==> src/include/bdf_pkg.sv <==
// bdf_pkg: constants, states and the state record of the burst/dma/fast-read port
// assumes a 100 MHz sys_clk; host pins reach the block through bdf_sync
package bdf_pkg;

    // system clock period, used to turn times into cycle counts
    localparam int unsigned SYS_CLK_NS     = 10;

    // request pulse in edge mode: inside the 250..500 ns window
    localparam int unsigned DMA_PULSE_NS   = 300;
    localparam int unsigned DMA_PULSE_CYC  = (DMA_PULSE_NS + SYS_CLK_NS - 1) / SYS_CLK_NS;
    localparam logic [5:0]  DMA_PULSE_LAST = 6'(DMA_PULSE_CYC - 1);

    // output driver turn-on delay for ordinary (not fast) reads
    localparam int unsigned NORMAL_OE_NS   = 40;
    localparam int unsigned NORMAL_OE_CYC  = (NORMAL_OE_NS + SYS_CLK_NS - 1) / SYS_CLK_NS;
    localparam logic [2:0]  NORMAL_OE_LAST = 3'(NORMAL_OE_CYC - 1);

    // field widths
    localparam int unsigned LAT_W  = 3;
    localparam int unsigned LEN_W  = 8;
    localparam int unsigned SEC_W  = 7;

    // reset values
    localparam logic [15:0] DATA_RST = 16'h0000;
    localparam logic [31:0] PAIR_RST = 32'h0000_0000;

    typedef enum logic [1:0] {
        BDF_B_IDLE = 2'b00,
        BDF_B_LAT  = 2'b01,
        BDF_B_DATA = 2'b10,
        BDF_B_END  = 2'b11
    } bdf_bst_t;

    typedef enum logic [1:0] {
        BDF_D_IDLE  = 2'b00,
        BDF_D_PULSE = 2'b01,
        BDF_D_WAIT  = 2'b10,
        BDF_D_GAP   = 2'b11
    } bdf_dst_t;

    typedef struct packed {
        bdf_bst_t         bst;
        logic [3:0]       edge_cnt;
        logic [LEN_W-1:0] words_left;
        logic             hold_ph;
        logic             upper;
        logic [31:0]      pair;
        logic [15:0]      data;
        logic             data_oe;
        logic             plane_rd;
        logic [2:0]       oe_dly;
        logic             prev_clk;
        bdf_dst_t         dst;
        logic [SEC_W-1:0] sec_left;
        logic [5:0]       pulse_cnt;
        logic             req_n;
        logic             irq_n;
        logic             ecc_stop;
    } bdf_state_t;

endpackage

==> src/hw/bdf_port.sv <==
// bdf_port: burst read path, dma request handshake and fast output of the host port
// assumes the flash path offers a 32-bit plane pair whenever plane_rd is pulsed,
// and that sector_done/ecc_error/dma_start come from logic on sys_clk
//
// Summary of operation
// - burst reads take 32 bits from both planes, hand out 16-bit words per clock.
// - bursts are read only; a write cycle never starts a burst.
// - burst clock counts only while burst enable is set.
// - invert clear samples select on rising edge; set samples on falling edge.
// - falling-edge sampling adds half a cycle; data still moves on rising edges.
// - burst clock ignored while hardware reset input is low.
// - first word two cycles after sampling edge plus latency; then one per cycle.
// - hold set keeps each word for two clock cycles.
// - active-low request output moves up to 32KB in one dma run.
// - edge mode pulses the request low for 250 to 500 ns per page.
// - level mode holds the request low until the block ends.
// - starting dma with enable set raises a request at once.
// - ecc error raises interrupt and stops; else request next sector.
// - after last sector raise interrupt and one extra request.
// - clearing enable after a whole block stops further requests.
// - fast output turns drivers on as soon as select and output enable are low in ordinary (non-burst) reads.
`timescale 1ns/1ps
module bdf_port (
    // clock and reset
    input  wire logic                       sys_clk,
    input  wire logic                       sys_rst,
    // host pins, asynchronous
    input  wire logic                       burst_clk,
    input  wire logic                       ce_n,
    input  wire logic                       oe_n,
    input  wire logic                       we_n,
    input  wire logic                       hw_reset_in_n,
    // burst and fast output control bits
    input  wire logic                       burst_read_mode,
    input  wire logic                       clock_edge_invert,
    input  wire logic [bdf_pkg::LAT_W-1:0]  burst_latency,
    input  wire logic                       burst_hold,
    input  wire logic [bdf_pkg::LEN_W-1:0]  burst_length,
    input  wire logic                       fast_output_en,
    // flash plane pair and single-read data
    input  wire logic [31:0]                plane_data,
    input  wire logic [15:0]                single_rd_data,
    output logic                            plane_rd,
    // host data bus
    output logic      [15:0]                data_out,
    output logic                            data_oe,
    // dma control bits and events
    input  wire logic                       dma_start,
    input  wire logic                       dma_en,
    input  wire logic                       dma_edge_mode,
    input  wire logic [bdf_pkg::SEC_W-1:0]  dma_sector_count,
    input  wire logic                       sector_done,
    input  wire logic                       ecc_error,
    input  wire logic                       irq_clear,
    // dma outputs
    output logic                            dma_request_n,
    output logic                            irq_n,
    output logic                            dma_ecc_stop
);
    localparam int PW = bdf_pkg::DMA_PULSE_CYC;

    bdf_pkg::bdf_state_t st_q;
    bdf_pkg::bdf_state_t st_d;

    logic [4:0] pin_s;
    logic       clk_s;
    logic       ce_n_s;
    logic       oe_n_s;
    logic       we_n_s;
    logic       rst_n_s;

    bdf_sync #(.W(5)) u_sync (
        .sys_clk  (sys_clk),
        .sys_rst  (sys_rst),
        .async_in ({burst_clk, ce_n, oe_n, we_n, hw_reset_in_n}),
        .rst_val  (5'h0f),
        .sync_out (pin_s)
    );

    assign clk_s   = pin_s[4];
    assign ce_n_s  = pin_s[3];
    assign oe_n_s  = pin_s[2];
    assign we_n_s  = pin_s[1];
    assign rst_n_s = pin_s[0];

    logic rise;
    logic fall;
    logic samp;
    logic active_rd;
    logic clk_live;

    always_comb begin
        clk_live  = burst_read_mode & rst_n_s;
        rise      = clk_live & clk_s & ~st_q.prev_clk;
        fall      = clk_live & ~clk_s & st_q.prev_clk;
        samp      = clock_edge_invert ? fall : rise;
        active_rd = rst_n_s & ~ce_n_s & ~oe_n_s & we_n_s;
    end

    always_comb begin
        st_d          = st_q;
        st_d.prev_clk = clk_s;
        st_d.plane_rd = 1'b0;

        // burst read engine
        unique case (st_q.bst)
            bdf_pkg::BDF_B_IDLE: begin
                st_d.hold_ph = 1'b0;
                if (samp && active_rd) begin
                    // pair fetched now so it is ready by the first drive edge
                    st_d.bst        = bdf_pkg::BDF_B_LAT;
                    st_d.edge_cnt   = '0;
                    st_d.words_left = burst_length;
                    st_d.pair       = plane_data;
                    st_d.plane_rd   = 1'b1;
                    st_d.upper      = 1'b0;
                    st_d.data_oe    = 1'b0;
                end else if (active_rd && !burst_read_mode) begin
                    st_d.data = single_rd_data;
                    if (fast_output_en || st_q.oe_dly == bdf_pkg::NORMAL_OE_LAST) begin
                        st_d.data_oe = 1'b1;
                    end else begin
                        st_d.oe_dly = st_q.oe_dly + 3'd1;
                    end
                end else begin
                    st_d.data_oe = 1'b0;
                    st_d.oe_dly  = '0;
                end
            end
            bdf_pkg::BDF_B_LAT: begin
                // counting rising edges after a falling sample edge adds the half cycle
                if (rise) begin
                    st_d.edge_cnt = st_q.edge_cnt + 4'd1;
                    // drive on rising edge latency+1, latchable one edge later
                    if (st_q.edge_cnt == {1'b0, burst_latency}) begin
                        st_d.bst        = bdf_pkg::BDF_B_DATA;
                        st_d.data       = st_q.pair[15:0];
                        st_d.upper      = 1'b1;
                        st_d.data_oe    = 1'b1;
                        st_d.words_left = st_q.words_left - 8'd1;
                    end
                end
            end
            bdf_pkg::BDF_B_DATA: begin
                if (rise) begin
                    if (burst_hold && !st_q.hold_ph) begin
                        st_d.hold_ph = 1'b1;
                    end else begin
                        st_d.hold_ph = 1'b0;
                        if (st_q.words_left == '0) begin
                            // length reached: no further pointer movement
                            st_d.bst     = bdf_pkg::BDF_B_END;
                            st_d.data_oe = 1'b0;
                        end else if (st_q.upper) begin
                            st_d.data       = st_q.pair[31:16];
                            st_d.upper      = 1'b0;
                            st_d.words_left = st_q.words_left - 8'd1;
                        end else begin
                            st_d.pair       = plane_data;
                            st_d.plane_rd   = 1'b1;
                            st_d.data       = plane_data[15:0];
                            st_d.upper      = 1'b1;
                            st_d.words_left = st_q.words_left - 8'd1;
                        end
                    end
                end
            end
            bdf_pkg::BDF_B_END: begin
                st_d.data_oe = 1'b0;
            end
        endcase

        // host dropping the cycle, burst off or hardware reset ends any burst
        if (st_q.bst != bdf_pkg::BDF_B_IDLE && (!active_rd || !clk_live)) begin
            st_d.bst     = bdf_pkg::BDF_B_IDLE;
            st_d.data_oe = 1'b0;
            st_d.oe_dly  = '0;
        end

        // clear first, so that an interrupt event below in the same cycle wins
        if (irq_clear) begin
            st_d.irq_n = 1'b1;
        end

        // dma request engine
        unique case (st_q.dst)
            bdf_pkg::BDF_D_IDLE: begin
                st_d.req_n = 1'b1;
                if (dma_start && dma_en) begin
                    st_d.sec_left = dma_sector_count;
                    st_d.ecc_stop = 1'b0;
                    st_d.dst      = bdf_pkg::BDF_D_GAP;
                    st_d.req_n    = 1'b0;
                    if (dma_edge_mode) begin
                        st_d.dst       = bdf_pkg::BDF_D_PULSE;
                        st_d.pulse_cnt = bdf_pkg::DMA_PULSE_LAST;
                    end else begin
                        st_d.dst = bdf_pkg::BDF_D_WAIT;
                    end
                end
            end
            bdf_pkg::BDF_D_PULSE: begin
                if (st_q.pulse_cnt == '0) begin
                    st_d.req_n = 1'b1;
                    st_d.dst   = bdf_pkg::BDF_D_WAIT;
                end else begin
                    st_d.pulse_cnt = st_q.pulse_cnt - 6'd1;
                end
            end
            bdf_pkg::BDF_D_WAIT: begin
                if (sector_done) begin
                    st_d.req_n = 1'b1;
                    if (ecc_error) begin
                        st_d.irq_n    = 1'b0;
                        st_d.ecc_stop = 1'b1;
                        st_d.dst      = bdf_pkg::BDF_D_IDLE;
                    end else if (st_q.sec_left == '0 || !dma_en) begin
                        st_d.dst = bdf_pkg::BDF_D_IDLE;
                    end else begin
                        st_d.sec_left = st_q.sec_left - 7'd1;
                        st_d.dst      = bdf_pkg::BDF_D_GAP;
                        if (st_q.sec_left == 7'd1) begin
                            st_d.irq_n = 1'b0;
                        end
                    end
                end
            end
            bdf_pkg::BDF_D_GAP: begin
                // one idle cycle so a level request shows a clean negate per block
                st_d.req_n = 1'b0;
                if (dma_edge_mode) begin
                    st_d.dst       = bdf_pkg::BDF_D_PULSE;
                    st_d.pulse_cnt = bdf_pkg::DMA_PULSE_LAST;
                end else begin
                    st_d.dst = bdf_pkg::BDF_D_WAIT;
                end
            end
        endcase
    end

    always_ff @(posedge sys_clk) begin
        if (sys_rst) begin
            st_q <= '{bst: bdf_pkg::BDF_B_IDLE, edge_cnt: 4'h0, words_left: 8'h00,
                      hold_ph: 1'b0, upper: 1'b0, pair: bdf_pkg::PAIR_RST,
                      data: bdf_pkg::DATA_RST, data_oe: 1'b0, plane_rd: 1'b0,
                      oe_dly: 3'h0, prev_clk: 1'b0, dst: bdf_pkg::BDF_D_IDLE,
                      sec_left: 7'h00, pulse_cnt: 6'h00, req_n: 1'b1,
                      irq_n: 1'b1, ecc_stop: 1'b0};
        end else begin
            st_q <= st_d;
        end
    end

    assign plane_rd      = st_q.plane_rd;
    assign data_out      = st_q.data;
    assign data_oe       = st_q.data_oe;
    assign dma_request_n = st_q.req_n;
    assign irq_n         = st_q.irq_n;
    assign dma_ecc_stop  = st_q.ecc_stop;
endmodule // bdf_port

==> src/hw/bdf_sync.sv <==
// bdf_sync: two-stage synchroniser for a group of asynchronous pins
// assumes the inputs are static long enough to be sampled by sys_clk
`timescale 1ns/1ps
module bdf_sync #(
    parameter int unsigned W = 1
) (
    // clock and reset
    input  wire logic         sys_clk,
    input  wire logic         sys_rst,
    // pins in, synchronised copy out
    input  wire logic [W-1:0] async_in,
    input  wire logic [W-1:0] rst_val,
    output logic      [W-1:0] sync_out
);
    typedef struct packed {
        logic [W-1:0] s1;
        logic [W-1:0] s2;
    } bdf_sync_t;

    bdf_sync_t st_q;
    bdf_sync_t st_d;

    always_comb begin
        st_d.s1 = async_in;
        st_d.s2 = st_q.s1;
    end

    // rst_val is a tie-off constant at every instance
    always_ff @(posedge sys_clk) begin
        if (sys_rst) begin
            st_q <= '{s1: rst_val, s2: rst_val};
        end else begin
            st_q <= st_d;
        end
    end

    assign sync_out = st_q.s2;
endmodule // bdf_sync

==> config.mk <==
export PLATFORM = sky130hd
export DESIGN_NAME = bdf_port
export DESIGN_NICKNAME = d
export VERILOG_FILES = /design/src/include/bdf_pkg.sv /design/src/hw/bdf_port.sv /design/src/hw/bdf_sync.sv
export SDC_FILE = /design/constraint.sdc
export NUM_CORES = 1
export LEC_CHECK = 0
export ABC_AREA = 1
export BUFFER_PORTS_ARGS = -buffer_cell sky130_fd_sc_hd__buf_2
export CORE_MARGIN = 4
export CORE_UTILIZATION = 50
export DETAILED_ROUTE_END_ITERATION = 12
export GPL_ROUTABILITY_DRIVEN = 0
export HOLD_SLACK_MARGIN = 0.12
export PLACE_DENSITY = 0.73
export SYNTH_ARGS = -nofsm -noshare
export SYNTH_HDL_FRONTEND = slang
export SYNTH_SLANG_ARGS = --single-unit
==> constraint.sdc <==
create_clock -name sys_clk -period 2.6 [get_ports sys_clk]
set_clock_uncertainty 0.2 [all_clocks]
set_input_delay 0 -clock sys_clk [delete_from_list [all_inputs] [get_ports sys_clk]]
set_output_delay 0 -clock sys_clk [all_outputs]
set_load 0.01 [all_outputs]
==> impl_metrics.ini, run 1 <==
[synthesis]
synth_enable_flop_cells = 0
synth_cell_types = 37
sequential_fraction_of_the_synthesis_area_pct = 34.35
netlist.top_cell.by_area = dfxtp_1
syn_area_sq_um = 5712
synth.ff_latch_count = 98
synth_area_per_cell_sq_um = 6.360
yosysTopAreaCellShare_pct = 34.35
syn_nets = 995
yosys_warnings = 0
synth.area.top_cells = dfxtp_1 (34%), nand2_1 (19%), nor2_1 (8.7%)
synth_ff_type = dfxtp_1
ys_async_sr_fraction_pct = 0
synth_instances = 898

[sta]
tightestPinTransition_ps = 594.2
setup_repair_after_global_routing_missed_its_margin = no
post-route-min-period_ps = 2429
report.final.slew_viol_count = 0
relSlewSlack_pct = 60.33
timing.hold.ws_ps = 147.7
final_critical_path_setup_slack_ps = 171.0
fmax_ghz = 0.4117
report.final.setup_viol = 0
final.setup.tns_ps = 0
min_period_over_period_pct = 93.42
timing_hold_violations_final = 0

[worst_setup_path]
critPathMaxStageDelay_ps = 570
worst_setup_path_end_kind = register
critical_path_peak_fanout = 23
crit_start = st_q[87]$_SDFFE_PP0P_
cp_data_required_time_ps = 2640
worst_r2r_startpoint = st_q[87]$_SDFFE_PP0P_
arrival_ps = 2470
crit_top_cell = nand2_1
r2r_end = data_out[0]$_SDFFE_PP0P_
worstSetupEndpoint = data_out[0]$_SDFFE_PP0P_
timing.reg2reg.worst_path_depth = 11
cp_slowest_cell = dlygate4sd3_1
crit_path_cell_trace = inv_1 -> ha_4 -> inv_1 -> buf_4 -> a21oi_1 -> nand2_1 -> o21ai_0 -> dlygate4sd3_1 -> nand2_1 -> nand2_1 -> nor2_1
timing.setup.critical_path_class = reg2reg
setup.worst_path.start_class = register
r2r_setup_slack_ps = 170

[layout]
areaGrowthSynthToFinish_pct = 31.81
design_area_sq_um = 7528
layout.filler_cells = 970
layout.core_utilization_pct = 68.25
nets = 1167
layout-drive-gt1-share_pct = 15.11

[power]
irDropWorstVdd_v = 0.0003983
cell_internal_pwr_mw = 3.221
power_frac_comb_pct = 37.4
share_clk_of_total_power_pct = 26.3
power.leakage_nw = 3.630
p_sw_mw = 1.796
power_switching_share_pct = 35.79
power_frac_seq_pct = 36.2
power_density_nw_per_um2 = 666.4

[clocking]
ctsLongestPathBuffers = 2
tritoncts_clock_tree = yes
clk-insertion-delay-late_ps = 350
total_clock_buffers_created_by_cts = 9
cts.htree.levels = 3
tritoncts_num_sinks = 98
cts_setup_buffers = 0
clk_root_buffer_cell = clkbuf_16
clk_pin_slew_ps = 70

[grt]
pin_count_of_the_biggest_net_entering_global_routing = 66
antenna_violations_before_repair = 0
vias_in_the_first_global_route = 5595
globalRoute.totalOverflow = 0
grt_pass1_wl_um = 25700
globalRouteTotalUtil_pct = 23.71

[floorplanning]
floorplan.die_area_sq_um = 13200
die-height_um = 114.9
initial_standard_cell_utilization_of_the_core_pct = 51.78
core_region_area_sq_um = 11030
die_width_um = 114.9
pin_count = 104
num_rows = 38

[job]
maxCapViolCount = 0

[detailed_routing]
iteration_0_drc_count_of_the_detailed_router = 568
drt.antenna.violating_nets = 0
first_pass_iters = 5
vias_per_cell = 5.001
detail_route.wl_per_cell_um = 13.03
routed_wirelength_um = 15820
drc_violation_count_after_routing = 0
routed-via-count = 6071

[run_status]
outcome = complete, no violations

[placement]
place_ws_ps = 252.6
place_hpwl_um = 9664
port-buffer-count = 103
placedInstanceArea_sq_um = 6136

[worst_hold_path]
min-delay-path-class = in2reg
==> metrics by stage <==
| step | power [mW] | cells |
|---|---|---|
| floorplan | 3.211 | 898 |
| global placement | 3.485 | 1092 |
| detailed placement | 3.513 | 1092 |
| CTS | 4.982 | 1212 |
| global route | 5.372 | 1212 |
| finish | 5.017 | 1214 |
==> layout make-up <==
| class | count | area, sq um | area share, % |
|---|---|---|---|
| Antenna cell | 2 | 5.005 | 0.06648 |
| Clock buffer | 11 | 242.7 | 3.224 |
| Clock inverter | 2 | 38.79 | 0.5152 |
| Inverter | 66 | 247.7 | 3.291 |
| Multi-Input combinational cell | 675 | 3168 | 42.08 |
| Sequential cell | 98 | 1964 | 26.09 |
| Tap cell | 140 | 175.2 | 2.327 |
| Timing Repair Buffer | 220 | 1687 | 22.40 |
==> kinds of logic after synthesis <==
logic type | Yosys count | share of synthesized area [%]
buffers and inverters | 125 | 10.76
AO/OA/AOI/OAI | 120 | 11.06
XOR/XNOR | 8 | 1.227
flip-flops | 98 | 34.35
multiplexers | 3 | 0.5258
adder cells (fa/ha/maj) | 14 | 3.067
AND/OR/NAND/NOR | 530 | 39.01
==> synthesized netlist by cell type (8+ instances only) <==
cell type	count
a21oi_1	72
buf_4	18
o21ai_0	39
clkbuf_1	14
dfxtp_1	98
nor2_1	133
nand3_1	70
or2_2	12
ha_1	14
inv_1	63
buf_2	14
nand4_1	10
buf_6	8
nand2_1	282
==> power by group through the flow <==
| stage | Clock [mW] | Combinational, mW | Sequential (mW) |
|---|---|---|---|
| 6_report | 1.32 | 1.88 | 1.82 |
| 4_1_cts | 1.34 | 1.83 | 1.81 |
| 3_5_place_dp | 0 | 1.67 | 1.84 |
| 5_1_grt | 1.41 | 2.12 | 1.84 |
| 2_1_floorplan | 0 | 1.39 | 1.82 |
| 3_3_place_gp | 0 | 1.65 | 1.84 |
==> worst max-delay path: cells and delay by family, from the launching register on <==
kind | cells | cell delay [ps]
adder cells (fa/ha/maj) | 1 | 350
AO/OA/AOI/OAI | 2 | 220
flip-flops | 1 | 380
buffers and inverters | 4 | 940
AND/OR/NAND/NOR | 4 | 240
==> sequential cells by signal, summed over array words and instances, names as in the netlist <==
| signal | count |
|---|---|
| data_oe | 1 |
| data_out | 16 |
| dma_ecc_stop | 1 |
| dma_request_n | 1 |
| irq_n | 1 |
| plane_rd | 1 |
| st_q | 67 |
| u_sync.st_d | 5 |
| u_sync.sync_out | 5 |
==> metal layers <==
metal	GRT usage, %	vias up	part of all wire (%)
met5	0	-	0
met4	7.121	0	1.8
met3	4.842	26	5.5
met2	39.62	181	47
met1	30.91	2682	46
li1	-	3182	-
==> cell usage in the layout (no fill, tap or decap), drive strengths merged, types with 2 or more instances in the layout <==
cell and count:
xor2 6, o21ai 42, buf 113, nor4 2, a21oi 72, clkbuf 11, nand3 72, nand3b 2
ha 14, a31oi 2, nand2 285, diode 2, inv 67, nor3 6, nand4 10, xnor2 2
dlygate4sd3 107, mux2i 3, dfxtp 98, or2 12, nor2 140
==> how the worst min path moves through the flow <==
stage                  start                   endpoint  cells past startpoint
2_1_floorplan  hw_reset_in_n  u_sync.st_d[0]$_SDFF_PP1_                      1
3_3_place_gp   hw_reset_in_n  u_sync.st_d[0]$_SDFF_PP1_                      2
3_5_place_dp   hw_reset_in_n  u_sync.st_d[0]$_SDFF_PP1_                      2
4_1_cts            dma_start       st_q[8]$_SDFFE_PP0P_                      7
5_1_grt            dma_start       st_q[8]$_SDFFE_PP0P_                      7
6_report           dma_start       st_q[7]$_SDFFE_PP0P_                      7
==> timing repair <==
item                                   4_1_cts  5_1_grt
hold buffers                               107        0
endpoints found under the hold margin       96        0
setup endpoints to repair                    0       10
resized for setup                            0        8
Note: power is estimated with default switching activity, not from simulation.
==> inputs of run 2 (changes only) <==
--- a/config.mk
+++ b/config.mk
@@ -8,11 +8,11 @@
 export ABC_AREA = 1
 export BUFFER_PORTS_ARGS = -buffer_cell sky130_fd_sc_hd__buf_2
 export CORE_MARGIN = 4
-export CORE_UTILIZATION = 50
+export CORE_UTILIZATION = 55
 export DETAILED_ROUTE_END_ITERATION = 12
 export GPL_ROUTABILITY_DRIVEN = 0
 export HOLD_SLACK_MARGIN = 0.12
-export PLACE_DENSITY = 0.73
+export PLACE_DENSITY = 0.79
 export SYNTH_ARGS = -nofsm -noshare
 export SYNTH_HDL_FRONTEND = slang
 export SYNTH_SLANG_ARGS = --single-unit
==> run 2 against run 1 <==
Sequential power hardly changed; total power is 6.5% lower; maximum frequency is 0.86% lower; worst hold slack worse by 0.91 ps; global-route usage is 2.7 points higher; critical path depth is 3 lower; clock power is 21% lower; register-to-register slack worse by 20 ps; sequential share of layout area is 0.47 points higher; worst setup slack worse by 21 ps; core utilization is 5.9 points higher; cell count is 0.49% lower; critical endpoint is now st_q[10]$_SDFFE_PP0P_; largest cell class unchanged; highest routed layer unchanged.
==> impl_metrics.ini, run 2 (synthesis results as in run 1) <==
[run_status]
outcome = complete, no violations

[worst_setup_path]
crit_path_cell_trace = inv_1 -> nand2_4 -> nand3_1 -> dlygate4sd3_1 -> o21ai_0 -> nand2_1 -> a21oi_1 -> dlygate4sd3_1
arrival_ps = 2560
worst_setup_path_end_kind = register
cp_slowest_cell = dlygate4sd3_1
setup.worst_path.start_class = register
crit_top_cell = dlygate4sd3_1
critical_path_peak_fanout = 13
cp_data_required_time_ps = 2710
critPathMaxStageDelay_ps = 570
r2r_setup_slack_ps = 150
timing.setup.critical_path_class = reg2reg

[clocking]
tritoncts_clock_tree = yes
clk_pin_slew_ps = 100
tritoncts_num_sinks = 98
clk_root_buffer_cell = clkbuf_8
clk-insertion-delay-late_ps = 360
total_clock_buffers_created_by_cts = 9
ctsLongestPathBuffers = 2
cts.htree.levels = 3

[floorplanning]
num_rows = 36
die_width_um = 109.9
pin_count = 104
core_region_area_sq_um = 9955
floorplan.die_area_sq_um = 12080
die-height_um = 109.9
initial_standard_cell_utilization_of_the_core_pct = 57.38

[sta]
timing_hold_violations_final = 0
report.final.setup_viol = 0
setup_repair_after_global_routing_missed_its_margin = no
relSlewSlack_pct = 44.54
fmax_ghz = 0.4081
post-route-min-period_ps = 2450
min_period_over_period_pct = 94.24
report.final.slew_viol_count = 0
tightestPinTransition_ps = 831.8
final.setup.tns_ps = 0

[layout]
mostFrequentLayoutCells = nand2_1 (282), nor2_1 (133), buf_2 (103)
nets = 1166
layout.cells.most_common = nand2_1
max_flop_register = st_q
layout-drive-gt1-share_pct = 15.55
layout.core_utilization_pct = 74.20
largest_reg_flops = 67
areaGrowthSynthToFinish_pct = 29.31

[grt]
global_route.usage.met2_pct = 44.24
gr-max-usage-layer = met2
vias_in_the_first_global_route = 5726
pin_count_of_the_biggest_net_entering_global_routing = 66
grt_pass1_wl_um = 25790
globalRouteTotalUtil_pct = 26.45
globalRoute.totalOverflow = 0
global_route.usage.met3_pct = 4.580
gr-usage-met1_pct = 34.39
antenna_violations_before_repair = 0

[placement]
port-buffer-count = 103
place_hpwl_um = 9484

[detailed_routing]
routed_wirelength_um = 15670
iteration_0_drc_count_of_the_detailed_router = 399
detail_route.wl_per_cell_um = 12.97
routed-via-count = 6211
drt.antenna.violating_nets = 0
drc_violation_count_after_routing = 0
first_pass_iters = 7
vias_per_cell = 5.142

[worst_hold_path]
min-delay-path-class = in2reg

[power]
power_density_nw_per_um2 = 635.2
power.leakage_nw = 3.599
irDropWorstVdd_v = 0.0003779

[job]
maxCapViolCount = 0
## run 2: critical path: cells and delay by family, from the launching register on
family,cells,cell delay (ps)
buf+inv,3,1260
flops,1,390
simple gates,3,320
compound gates,2,210
## run 2: layout make-up
class | instances | area, sq um
Timing Repair Buffer | 219 | 1662
Inverter | 66 | 247.7
Clock inverter | 7 | 81.33
Sequential cell | 98 | 1962
Clock buffer | 9 | 123.9
Fill cell | 795 | 2569
Tap cell | 133 | 166.4
Multi-Input combinational cell | 675 | 3141
Antenna cell | 1 | 2.502
## run 2: final timing paths
kind | startpoint | endpoint | cells past startpoint
worst min-delay path | burst_hold | plane_rd$_SDFF_PP0_ | 6
worst max-delay path | st_q[16]$_SDFFE_PP0P_ | st_q[10]$_SDFFE_PP0P_ | 8
worst max register to register | st_q[16]$_SDFFE_PP0P_ | st_q[10]$_SDFFE_PP0P_ | 8
worst min register to register | u_sync.st_d[4]$_SDFF_PP0_ | u_sync.sync_out[4]$_SDFF_PP0_ | 2
## run 2: timing repair
action / in CTS / in global routing
hold buffers: 100 / 0
gates resized for setup: 0 / 1
hold endpoints to repair: 95 / 0
endpoints found under the setup margin: 0 / 4
buffers inserted: 0 / 2
## run 2: power by group
group	switching, mW	internal (mW)
Sequential	0.120	1.70
Clock	0.576	0.463
Combinational	1.11	0.728
Total	1.80	2.89
## run 2: per-layer routing
metal  routed length, um  part of all wire, %
met2                7465                   48
met4                 300                  1.9
met1                6933                   44
met3                 968                  6.2
met5                   0                    0
## run 2: through the flow
step	total power, mW	cell area, sq um	hold WS, ps	setup slack [ps]	cells
final	4.692	7386	146.8	149.9	1208
after global routing	5.045	7383	171.3	13.75	1207
after CTS	4.656	7363	135.6	140.9	1205
after detailed placement	3.516	6157	-14.28	308.9	1089
after global placement	3.496	6157	-15.49	376.8	1089
after floorplan	3.211	5712	-96.19	737.6	898
